## config.mk

```make
export PLATFORM = sky130hd
export DESIGN_NAME = rpse_regs
export DESIGN_NICKNAME = d
export VERILOG_FILES = /design/src/logic/rpse_pkg.sv /design/src/logic/rpse_sync.sv /design/src/logic/rpse_par_counter.sv /design/src/logic/rpse_regs.sv
export VERILOG_INCLUDE_DIRS = /design/src /design/src/logic
export SDC_FILE = /design/constraint.sdc
export NUM_CORES = 1
export LEC_CHECK = 0
export BUFFER_PORTS_ARGS = -buffer_cell sky130_fd_sc_hd__buf_2
export CELL_PAD_IN_SITES_DETAIL_PLACEMENT = 1
export CELL_PAD_IN_SITES_GLOBAL_PLACEMENT = 2
export CORE_UTILIZATION = 41
export DETAILED_ROUTE_END_ITERATION = 10
export PLACE_DENSITY_LB_ADDON = 0.1
export SLEW_MARGIN = 20
export SYNTH_ARGS = -nofsm -noshare
export SYNTH_HDL_FRONTEND = slang
export SYNTH_SLANG_ARGS = --single-unit
```

## constraint.sdc

```tcl
create_clock -name mclk -period 2.2 [get_ports mclk]
set_clock_uncertainty 0.2 [all_clocks]
set_input_delay 0.11 -clock mclk [delete_from_list [all_inputs] [get_ports mclk]]
set_output_delay 0.11 -clock mclk [all_outputs]
set_load 0.01 [all_outputs]
```

## src/logic/rpse_defs.svh

```systemverilog
/*
 * Constants of the per-port status and error counter register group:
 * register offsets, field positions, reset values and port count.
 * Assumes it is included by bare name by every file that needs a figure.
 */
// Function
// - every host access to this group, except to register 0x4C itself, goes to the copy of the receive port named in register 0x4C.
// - each sensor status byte is read-only and is refreshed from the forward channel only.
// - the third sensor status byte holds the remote camera input status from the forward channel.
// - parity errors are counted in 16 bits, upper byte at 0x55 and lower byte at 0x56.
// - the parity count restarts from zero on a new receiver lock and on a read of the low byte.
// - a read of the low parity byte returns its value and then clears it.
// - the high parity byte never clears on its own read, only on a read of the low byte or on a new receiver lock.
// - the self-test error count is a read-only byte that resets to zero.
// - the back-channel configuration resets with upper nibble 1 and strap-given low bits.
`ifndef RPSE_DEFS_SVH
`define RPSE_DEFS_SVH

`define RPSE_NUM_PORTS        4
`define RPSE_ADDR_PORT_SEL    8'h4C
`define RPSE_ADDR_SENSOR_ONE  8'h52
`define RPSE_ADDR_SENSOR_TWO  8'h53
`define RPSE_ADDR_SENSOR_THR  8'h54
`define RPSE_ADDR_PAR_HIGH    8'h55
`define RPSE_ADDR_PAR_LOW     8'h56
`define RPSE_ADDR_BIST_COUNT  8'h57
`define RPSE_ADDR_BACK_CFG    8'h58

`define RPSE_PORT_SEL_RESET   8'h00
`define RPSE_PORT_SEL_LSB     0
`define RPSE_PORT_SEL_MSB     1
`define RPSE_STATUS_RESET     8'h00
`define RPSE_PAR_RESET        16'h0000
`define RPSE_PAR_MAX          16'hFFFF
`define RPSE_BIST_RESET       8'h00
`define RPSE_BIST_MAX         8'hFF
`define RPSE_BCC_RESET_HIGH   4'h1
`define RPSE_BCC_RESET_CRC    1'b1
`define RPSE_BCC_STRAP_MSB    2
`define RPSE_UNMAPPED_DATA    8'h00

`define RPSE_IDX_SENSOR_ONE   2'h1
`define RPSE_IDX_SENSOR_TWO   2'h2
`define RPSE_IDX_SENSOR_THR   2'h3

`endif

```

## src/logic/rpse_pkg.sv

```systemverilog
/*
 * Types shared by the per-port status register group.
 * Assumes rpse_defs.svh supplies the figures.
 */
package rpse_pkg;

   typedef logic [7:0]  rpse_byte_t;
   typedef logic [15:0] rpse_count_t;
   typedef logic [1:0]  rpse_port_t;

endpackage : rpse_pkg

```

## src/logic/rpse_sync.sv

```systemverilog
/*
 * Two-flop synchroniser for the per-port lock levels.
 * Assumes the inputs are levels from outside the mclk domain.
 */
`timescale 1ns/1ns
`include "rpse_defs.svh"

module rpse_sync
(
   // Clock and reset
   input  wire logic                          mclk,
   input  wire logic                          nrst,
   // Levels
   input  wire logic [`RPSE_NUM_PORTS-1:0]    level_async,
   output logic      [`RPSE_NUM_PORTS-1:0]    level_sync
);

   logic [`RPSE_NUM_PORTS-1:0] stage_one;

   // The first stage feeds only the second stage.
   always_ff @(posedge mclk or negedge nrst)
   begin
      if (!nrst)
      begin
         stage_one  <= '0;
         level_sync <= '0;
      end
      else
      begin
         stage_one  <= level_async;
         level_sync <= stage_one;
      end
   end

endmodule : rpse_sync

```

## src/logic/rpse_par_counter.sv

```systemverilog
/*
 * Saturating 16-bit parity error counter of one receive port.
 * Assumes inc, clear are single-cycle strobes on mclk.
 */
`timescale 1ns/1ns
`include "rpse_defs.svh"

module rpse_par_counter
(
   // Clock and reset
   input  wire logic                  mclk,
   input  wire logic                  nrst,
   // Control
   input  wire logic                  inc,
   input  wire logic                  clear,
   // Count
   output rpse_pkg::rpse_count_t      count
);

   rpse_pkg::rpse_count_t next_count;
   rpse_pkg::rpse_count_t bumped;

   // Saturation keeps a long unread run from wrapping to a small, misleading value.
   assign bumped     = (count == `RPSE_PAR_MAX) ? count : count + 16'h0001;
   // An error in the clearing cycle is kept: the restarted count is one.
   assign next_count = clear ? (inc ? 16'h0001 : `RPSE_PAR_RESET)
                             : (inc ? bumped : count);

   always_ff @(posedge mclk or negedge nrst)
   begin
      if (!nrst)
         count <= `RPSE_PAR_RESET;
      else
         count <= next_count;
   end

endmodule : rpse_par_counter

```

## src/logic/rpse_regs.sv

```systemverilog
/*
 * Per-receive-port register group: sensor status bytes from the forward
 * channel, 16-bit parity error count with read-clear, self-test error count,
 * back-channel configuration and the port-select register that steers
 * host accesses to one port copy.
 * Assumes the host register port carries decoded single-cycle read and
 * write strobes from the serial control interface, forward channel and
 * error strobes come from receiver logic on mclk, and lock levels are
 * asynchronous.
 */
`timescale 1ns/1ns
`include "rpse_defs.svh"

module rpse_regs
(
   // Clock and reset
   input  wire logic                              mclk,
   input  wire logic                              nrst,
   // Host register port
   input  wire logic [7:0]                        reg_addr,
   input  wire logic [7:0]                        reg_wdata,
   input  wire logic                              reg_wr,
   input  wire logic                              reg_rd,
   output rpse_pkg::rpse_byte_t                   reg_rdata,
   output logic                                   reg_rvalid,
   // Forward channel status, per port
   input  wire logic [`RPSE_NUM_PORTS-1:0]        fc_sts_load,
   input  wire logic [2*`RPSE_NUM_PORTS-1:0]      fc_sts_index,
   input  wire logic [8*`RPSE_NUM_PORTS-1:0]      fc_sts_data,
   // Receiver events, per port
   input  wire logic [`RPSE_NUM_PORTS-1:0]        rx_lock_async,
   input  wire logic [`RPSE_NUM_PORTS-1:0]        par_err,
   input  wire logic [`RPSE_NUM_PORTS-1:0]        bist_err,
   input  wire logic [`RPSE_NUM_PORTS-1:0]        bist_clear,
   // Global controls
   input  wire logic                              parity_check_en,
   input  wire logic [`RPSE_BCC_STRAP_MSB:0]      bc_freq_strap,
   // Configuration outputs
   output rpse_pkg::rpse_byte_t                   port_select,
   output logic [8*`RPSE_NUM_PORTS-1:0]           back_channel_config
);

   ////////////////////////////////////////////////////////////////////////////
   // Decoding

   function automatic logic addr_is(input logic [7:0] addr, input logic [7:0] target);
      addr_is = (addr == target);
   endfunction : addr_is

   wire rpse_pkg::rpse_port_t sel_port;
   wire                       wr_port_sel;
   wire                       wr_bcc;
   wire                       rd_par_low;

   assign sel_port    = port_select[`RPSE_PORT_SEL_MSB:`RPSE_PORT_SEL_LSB];
   assign wr_port_sel = reg_wr && addr_is(reg_addr, `RPSE_ADDR_PORT_SEL);
   assign wr_bcc      = reg_wr && addr_is(reg_addr, `RPSE_ADDR_BACK_CFG);
   assign rd_par_low  = reg_rd && addr_is(reg_addr, `RPSE_ADDR_PAR_LOW);

   ////////////////////////////////////////////////////////////////////////////
   // Port select and strap capture

   logic strap_taken;

   always_ff @(posedge mclk or negedge nrst)
   begin
      if (!nrst)
         port_select <= `RPSE_PORT_SEL_RESET;
      else if (wr_port_sel)
         port_select <= reg_wdata;
   end

   // The strap level is caught on the first edge after reset release.
   always_ff @(posedge mclk or negedge nrst)
   begin
      if (!nrst)
         strap_taken <= 1'b0;
      else
         strap_taken <= 1'b1;
   end

   ////////////////////////////////////////////////////////////////////////////
   // Lock synchroniser

   logic [`RPSE_NUM_PORTS-1:0] lock_sync;
   logic [`RPSE_NUM_PORTS-1:0] lock_prev;

   rpse_sync u_lock_sync
   (
      .mclk        (mclk),
      .nrst        (nrst),
      .level_async (rx_lock_async),
      .level_sync  (lock_sync)
   );

   always_ff @(posedge mclk or negedge nrst)
   begin
      if (!nrst)
         lock_prev <= '0;
      else
         lock_prev <= lock_sync;
   end

   ////////////////////////////////////////////////////////////////////////////
   // Per-port copies

   rpse_pkg::rpse_byte_t  sensor_one  [`RPSE_NUM_PORTS];
   rpse_pkg::rpse_byte_t  sensor_two  [`RPSE_NUM_PORTS];
   rpse_pkg::rpse_byte_t  sensor_thr  [`RPSE_NUM_PORTS];
   rpse_pkg::rpse_count_t par_count   [`RPSE_NUM_PORTS];
   rpse_pkg::rpse_byte_t  bist_count  [`RPSE_NUM_PORTS];
   rpse_pkg::rpse_byte_t  bcc_reg     [`RPSE_NUM_PORTS];

   genvar p;
   generate
      for (p = 0; p < `RPSE_NUM_PORTS; p++)
      begin : g_port
         wire       this_sel;
         wire       lock_rise;
         wire       par_clear;
         wire       par_inc;
         wire [1:0] sts_idx;
         wire [7:0] sts_byte;

         assign this_sel  = (sel_port == 2'(p));
         assign lock_rise = lock_sync[p] && !lock_prev[p];
         assign par_clear = lock_rise || (rd_par_low && this_sel);
         assign par_inc   = par_err[p] && parity_check_en;
         assign sts_idx   = fc_sts_index[2*p +: 2];
         assign sts_byte  = fc_sts_data[8*p +: 8];

         rpse_par_counter u_par
         (
            .mclk  (mclk),
            .nrst  (nrst),
            .inc   (par_inc),
            .clear (par_clear),
            .count (par_count[p])
         );

         // Only the forward channel loads these; host writes never reach them.
         always_ff @(posedge mclk or negedge nrst)
         begin
            if (!nrst)
            begin
               sensor_one[p] <= `RPSE_STATUS_RESET;
               sensor_two[p] <= `RPSE_STATUS_RESET;
               sensor_thr[p] <= `RPSE_STATUS_RESET;
            end
            else if (fc_sts_load[p])
            begin
               if (sts_idx == `RPSE_IDX_SENSOR_ONE)
                  sensor_one[p] <= sts_byte;
               if (sts_idx == `RPSE_IDX_SENSOR_TWO)
                  sensor_two[p] <= sts_byte;
               if (sts_idx == `RPSE_IDX_SENSOR_THR)
                  sensor_thr[p] <= sts_byte;
            end
         end

         // A test error in the clearing cycle is kept as a count of one.
         always_ff @(posedge mclk or negedge nrst)
         begin
            if (!nrst)
               bist_count[p] <= `RPSE_BIST_RESET;
            else if (bist_clear[p])
               bist_count[p] <= bist_err[p] ? 8'h01 : `RPSE_BIST_RESET;
            else if (bist_err[p] && bist_count[p] != `RPSE_BIST_MAX)
               bist_count[p] <= bist_count[p] + 8'h01;
         end

         always_ff @(posedge mclk or negedge nrst)
         begin
            if (!nrst)
               bcc_reg[p] <= {`RPSE_BCC_RESET_HIGH, `RPSE_BCC_RESET_CRC, 3'h0};
            else if (!strap_taken)
               bcc_reg[p][`RPSE_BCC_STRAP_MSB:0] <= bc_freq_strap;
            else if (wr_bcc && this_sel)
               bcc_reg[p] <= reg_wdata;
         end

         always_ff @(posedge mclk or negedge nrst)
         begin
            if (!nrst)
               back_channel_config[8*p +: 8] <= {`RPSE_BCC_RESET_HIGH, `RPSE_BCC_RESET_CRC, 3'h0};
            else
               back_channel_config[8*p +: 8] <= bcc_reg[p];
         end
      end
   endgenerate

   ////////////////////////////////////////////////////////////////////////////
   // Read path

   rpse_pkg::rpse_byte_t rd_mux;
   rpse_pkg::rpse_count_t sel_count;

   assign sel_count = par_count[sel_port];

   // The low byte is sampled before the clear lands in the same edge.
   assign rd_mux =
      addr_is(reg_addr, `RPSE_ADDR_PORT_SEL)   ? port_select          :
      addr_is(reg_addr, `RPSE_ADDR_SENSOR_ONE) ? sensor_one[sel_port] :
      addr_is(reg_addr, `RPSE_ADDR_SENSOR_TWO) ? sensor_two[sel_port] :
      addr_is(reg_addr, `RPSE_ADDR_SENSOR_THR) ? sensor_thr[sel_port] :
      addr_is(reg_addr, `RPSE_ADDR_PAR_HIGH)   ? sel_count[15:8]      :
      addr_is(reg_addr, `RPSE_ADDR_PAR_LOW)    ? sel_count[7:0]       :
      addr_is(reg_addr, `RPSE_ADDR_BIST_COUNT) ? bist_count[sel_port] :
      addr_is(reg_addr, `RPSE_ADDR_BACK_CFG)   ? bcc_reg[sel_port]    :
      `RPSE_UNMAPPED_DATA;

   always_ff @(posedge mclk or negedge nrst)
   begin
      if (!nrst)
      begin
         reg_rdata  <= `RPSE_UNMAPPED_DATA;
         reg_rvalid <= 1'b0;
      end
      else
      begin
         reg_rvalid <= reg_rd;
         if (reg_rd)
            reg_rdata <= rd_mux;
      end
   end

endmodule : rpse_regs

```

# Yosys cells after proc, flatten, opt, wreduce, memory -nomap -nowiden
# Index checks and enable logic that the tools add are counted.
dict set report classes {
  shifts 0
  n_addsub 8
  div 0
  n_reduce_logical 60
  bitwise 1
  multipliers 0
  mux 62
  magnitude_cmp 1
  eq_ne 39
}
# op n
set op_table {}
lappend op_table {{$mux 16} 14}
lappend op_table {{$mux 8} 26}
lappend op_table {{$bmux 8 s2} 5}
lappend op_table {{$add 16x1->16 const B} 4}
lappend op_table {{$eq 16x16->1 const B} 4}
lappend op_table {{$eq 8x7->1 const B} 8}
lappend op_table {{$reduce_and 2->1} 20}
lappend op_table {{$add 8x1->8 const B} 4}
lappend op_table {{$bmux 16 s2} 1}
lappend op_table {{$ne 8x8->1 const B} 4}
lappend op_table {{$mux 3} 8}
lappend op_table {{$logic_and 1x1->1} 23}
lappend op_table {{$eq 2x2->1 const B} 10}
lappend op_table {{$ne 2x1->1 const B} 8}
lappend op_table {{$reduce_bool 2->1} 8}
lappend op_table {{$eq 2x1->1 const B} 5}
lappend op_table {{$mux 1} 8}
lappend op_table {{$logic_not 1->1} 4}
lappend op_table {{$logic_or 1x1->1} 4}
lappend op_table {{$ge 3x3->1 const B} 1}
lappend op_table {{$not 2->3} 1}
lappend op_table {{$logic_not 2->1} 1}
dict set report word_totals {
  ff_bits 286
  out_inout_bits 49
  ramBits 0
  latchBits 0
  input_bits 84
  n_memories 0
  wordCells 210
  mem_bits_ro 0
}

# Logic depth before layout (Yosys ltp)
dict set report logic_depth {
  ltp_word 12
  mapped_depth 9
  ltp_nobuf 7
}

# Cells and area by module
# A second synthesis with hierarchy kept.
dict set report unflattened {
  hier_cells 1188
  hier_area_um2 14435.1
}
# mod seq_area_each_um2 cells_each area_per_inst_um2 n_inst
set modules_own_cells {}
lappend modules_own_cells {rpse_regs 5375.2 768 10366.2 1}
lappend modules_own_cells {rpse_par_counter 400.4 103 967.2 4}
lappend modules_own_cells {rpse_sync 200.2 8 200.2 1}

# Worst setup path after synthesis
# OpenSTA, ideal clock, no wires.
dict set report synth_path {
  kind {reg2reg}
  start {reg port_select[0]}
  end {reg reg_rdata[6]}
  setup_ns 0.141
  period_less_slack_ns 2.110
  t_required_ns 1.859
  path_slack_ns 0.090
  stages_incl_launch_ff 8
  n_path_buf 2
  arrival_time_ns 1.769
  cell_sequence {dfrtp_1 buf_2 buf_2 mux4_2 o21ai_0 o21ai_0 o22ai_1 a31oi_1}
}
dict set report synth_via {
  elab_chain_cells 12
  elab_cells_between_ends 27
  classes_between {mux (26); bitwise (1)}
}
# item line
set synth_lines {}
lappend synth_lines {{from (decl)} rpse_regs.sv:39} ;# output rpse_pkg::rpse_byte_t port_select,
lappend synth_lines {{from (signal assigned)} rpse_regs.sv:68} ;# port_select <= `RPSE_PORT_SEL_RESET;
lappend synth_lines {{from (signal assigned)} rpse_regs.sv:70} ;# port_select <= reg_wdata;
lappend synth_lines {{$not 2->3 (implied by the code) *} --}
lappend synth_lines {{$bmux 8 s2} rpse_regs.sv:209} ;# addr_is(reg_addr, `RPSE_ADDR_BACK_CFG) ? bcc_reg[sel_port] :
lappend synth_lines {{$mux 8 (implied by the code) (2 in series)} rpse_regs.sv:209}
lappend synth_lines {{$mux 8 (no source line) (6 in series)} --}
lappend synth_lines {{$mux 8 (no source line) * (2 in series)} --}
lappend synth_lines {{to (signal assigned)} rpse_regs.sv:216} ;# reg_rdata <= `RPSE_UNMAPPED_DATA;
lappend synth_lines {{to (signal assigned)} rpse_regs.sv:223} ;# reg_rdata <= rd_mux;
lappend synth_lines {{to (decl)} rpse_regs.sv:24} ;# output rpse_pkg::rpse_byte_t reg_rdata,
# Mark *: on every way between the ends. The rest lies on a longest branch, timed or not. The select of a mux whose other input is x is not followed.
# A chain may end at the register's enable or synchronous reset.

# Worst setup path in the final report
dict set report layout_path {
  start {reg port_select[0]}
  end {reg reg_rdata[3]}
}
# The elaborated chain is that of the path after synthesis.

==> out/metrics.yaml <==
yosys_warnings: 0
worstReg2RegStart: "port_select[0]"
total_power_w: 0.0133
critPathRequiredTime_ns: 2.38
rsz0062_at_grt: "true"
hp-class: "primary input to flop"
drive_gt1_share_pct: 37.1
synth.ff_latch_count: 286
grt_remaining_overflow: 0
layout_common_cells: "265 x dfrtp_1, 139 x mux2_2, 132 x buf_2"
drt-total-wl_microns: 40500
first_pass_iters: 6
synth_compound_area_share_pct: 6.18
cts.sinks: 286
yosys.area_share.simple_pct: 12.0
multi_input_area_sq_um: 6180
portBuffers: 132
synth_top_family_by_area: "multiplexers"
grt_first_pass_wirelength_microns: 63000
syn_nets: 1172
startpoint: "port_select[0]"
grt_max_degree: 65
cts.clk_slew.worst_paths_ns: 0.06
relSlewSlack_pct: 58.3
rrSetupSlack_ns: 0.008
crit_end: "reg_rdata[3]"
final_area_sq_um: 17300
layout_commonest_cell: "dfrtp_1"
worst_pin_slew_ns: 0.623
die_y_microns: 184
regMostFlops: "g_port.u_par.count"
avgSynthCellArea_sq_um: 12.5
yosys.area.top_type: "dfrtp_1"
synth_enable_flop_cells: 0
place_congestion: 0.836
setup_violations: 0
drc: 0
synth_top_area_share_pct: 50.0
dp_hpwl_microns: 29600
fin_util_pct: 53.4
viasPerCell: 5.40
ys_seq_area_share_pct: 53.1
cts_tree: "yes"
outcome: "finished, final reports clean"
cp_max_fo: 6
drv_cap: 0
rows: 66
cts_made_buffers: 34
synth-xor-area-share_pct: 4.80
muxShareOfSynthArea_pct: 21.3
die_x_microns: 184
largest_register_ffs: 64
grt_pass1_vias: 10500
fin_crit_sh_pct: 99.6
grt_antenna_before_repair: 1
h-tree-depth: 2
reg2reg_to: "reg_rdata[3]"
arrival_ns: 2.38
cp_slowest_stage_delay_ns: 0.51
die_area_sq_um: 33700
cp_slowest_cell: "dfrtp_4"
ctsRootBufferMaster: "clkbuf_16"
cp-end-kind: "flop"
vias: 9932
fmax_mhz: 456
antennaDiodeCount: 0
leakage_nw: 7.51
dr.first_iter.drc_count: 512
synthAdderAreaFrac_pct: 0.741
critical_path_class: "flop to flop"
synthTopCellsByArea: "dfrtp_1 50%, mux2_2 12%, mux4_2 8.0%, nor2_1 3.2%, dfstp_2 3.1%"
path_cells: "buf_6 > mux4_2 > o21ai_0 > o21ai_1 > o22ai_1 > a31oi_1"
avgRoutedWirePerCell_microns: 22.0
area_delta_synth_final_pct: 28.3
synth-async-reset-ratio_pct: 100
vdd.ir_drop.worst_v: 0.000734
reg2regPathDepth: 6
ys.flop_type: "dfrtp_1"
clkLatencyLatePin_ns: 0.51
finalHoldViolations: 0
pin_count: 133
antenna_left: 0
nFillCells: 3364
p_per_area_nw_per_um2: 769
core-area_sq_um: 32500
syn_area_sq_um: 13500
finalMaxSlewViolations: 0
clk_path_buf_depth: 3
fin_crit_ns: 2.19
synth_cells: 1080
placed_area_sq_um: 15300
regArea_sq_um: 7190
start_kind: "flop"
synth_cell_type_count: 65
start_util_pct: 41.6
grt_usage_pct: 24.6
nNetsFinal: 1465
worst min-delay path by stage:
stage | from | end | slack [ns] | cells after the start
finish | reg_addr[4] | port_select[6] | 0.04 | 4
global route | rx_lock_async[3] | u_lock_sync.stage_one[3] | 0.06 | 2
floorplan | nrst | back_channel_config[0] | -0.39 | 0
detailed placement | nrst | bcc_reg[8] | -0.07 | 1
CTS | rx_lock_async[3] | u_lock_sync.stage_one[3] | 0.03 | 2
global placement | nrst | bcc_reg[8] | -0.08 | 1
stage by stage:
step / cells / setup WS [ns] / hold slack [ns] / TNS (ns)
after CTS: 1832 / -0.00424 / 0.0269 / -0.00692
final: 1840 / 0.00780 / 0.0368 / 0
after floorplan: 1080 / 0.0901 / -0.386 / 0
after global placement: 1697 / -0.0253 / -0.0775 / -0.0291
after global routing: 1840 / -0.0659 / 0.0589 / -0.230
after detailed placement: 1697 / -0.0536 / -0.0709 / -0.165
timing repair:
action	in CTS	in global routing
hold buffers	74	0
gates cloned	0	2
buffers inserted	0	6
endpoints found under the hold margin	470	0
pin swaps	0	2
resized for setup	7	48
endpoints found under the setup margin	8	28
critical path: cells and delay by family, from the launching register on:
family,cells,cell delay [ns]
multiplexers,1,0.51
buffers and inverters,1,0.18
AO/OA/AOI/OAI,4,0.67
flip-flops,1,0.51
synthesized netlist by cell type, drive strengths merged, types with 2 or more instances:
cell type / number
or4: 2
xor2: 47
nand4: 21
o22ai: 10
nand2b: 7
inv: 16
and4: 11
o21ai: 49
dfrtp: 270
mux4: 48
and3: 15
nand2: 57
mux2: 139
buf: 32
o2111ai: 4
o21a: 2
a211oi: 4
xnor2: 27
dfstp: 16
nor3b: 4
a22oi: 9
nand3b: 9
nor3: 8
nand3: 36
o31ai: 2
or3: 6
mux2i: 23
a21oi: 36
a31oi: 10
nor2b: 2
clkbuf: 5
nor4: 6
a41oi: 3
nor4b: 2
nor2: 117
and2: 4
ha: 8
routing by layer:
layer  global-route usage [%]  vias up  routed length [microns]
li1                         -     4534                        -
met1                     34.1     5143                    18300
met2                     41.1      197                    19900
met3                     3.31       56                     1450
met4                     5.70        2                      848
met5                        0        -                       13
area by class of cell:
class                   count  share of cell area (%)
flip-flops and latches    286                    41.4
multi-input cells         741                    35.6
repair buffers            294                    13.0
clock buffers              52                    5.94
well taps                 442                    3.19
clock inverters             9                   0.476
inverters                  16                   0.346
report_power, final:
group	internal (W)	switching [W]	total [W]
combinational	0.000898	0.000772	0.00167
sequential	0.00575	0.000352	0.00610
clock	0.00335	0.00222	0.00557
total	0.0100	0.00334	0.0133
kinds of logic (layout without fill, tap and decap cells):
group | Yosys count | after routing
buf+inv | 53 | 371
compound gates | 136 | 136
other cells | 1 | 1
mux | 210 | 210
simple gates | 312 | 312
fa+ha+maj | 8 | 8
xor+xnor | 74 | 74
flops | 286 | 286
Note: power is estimated with default switching activity, not from simulation.
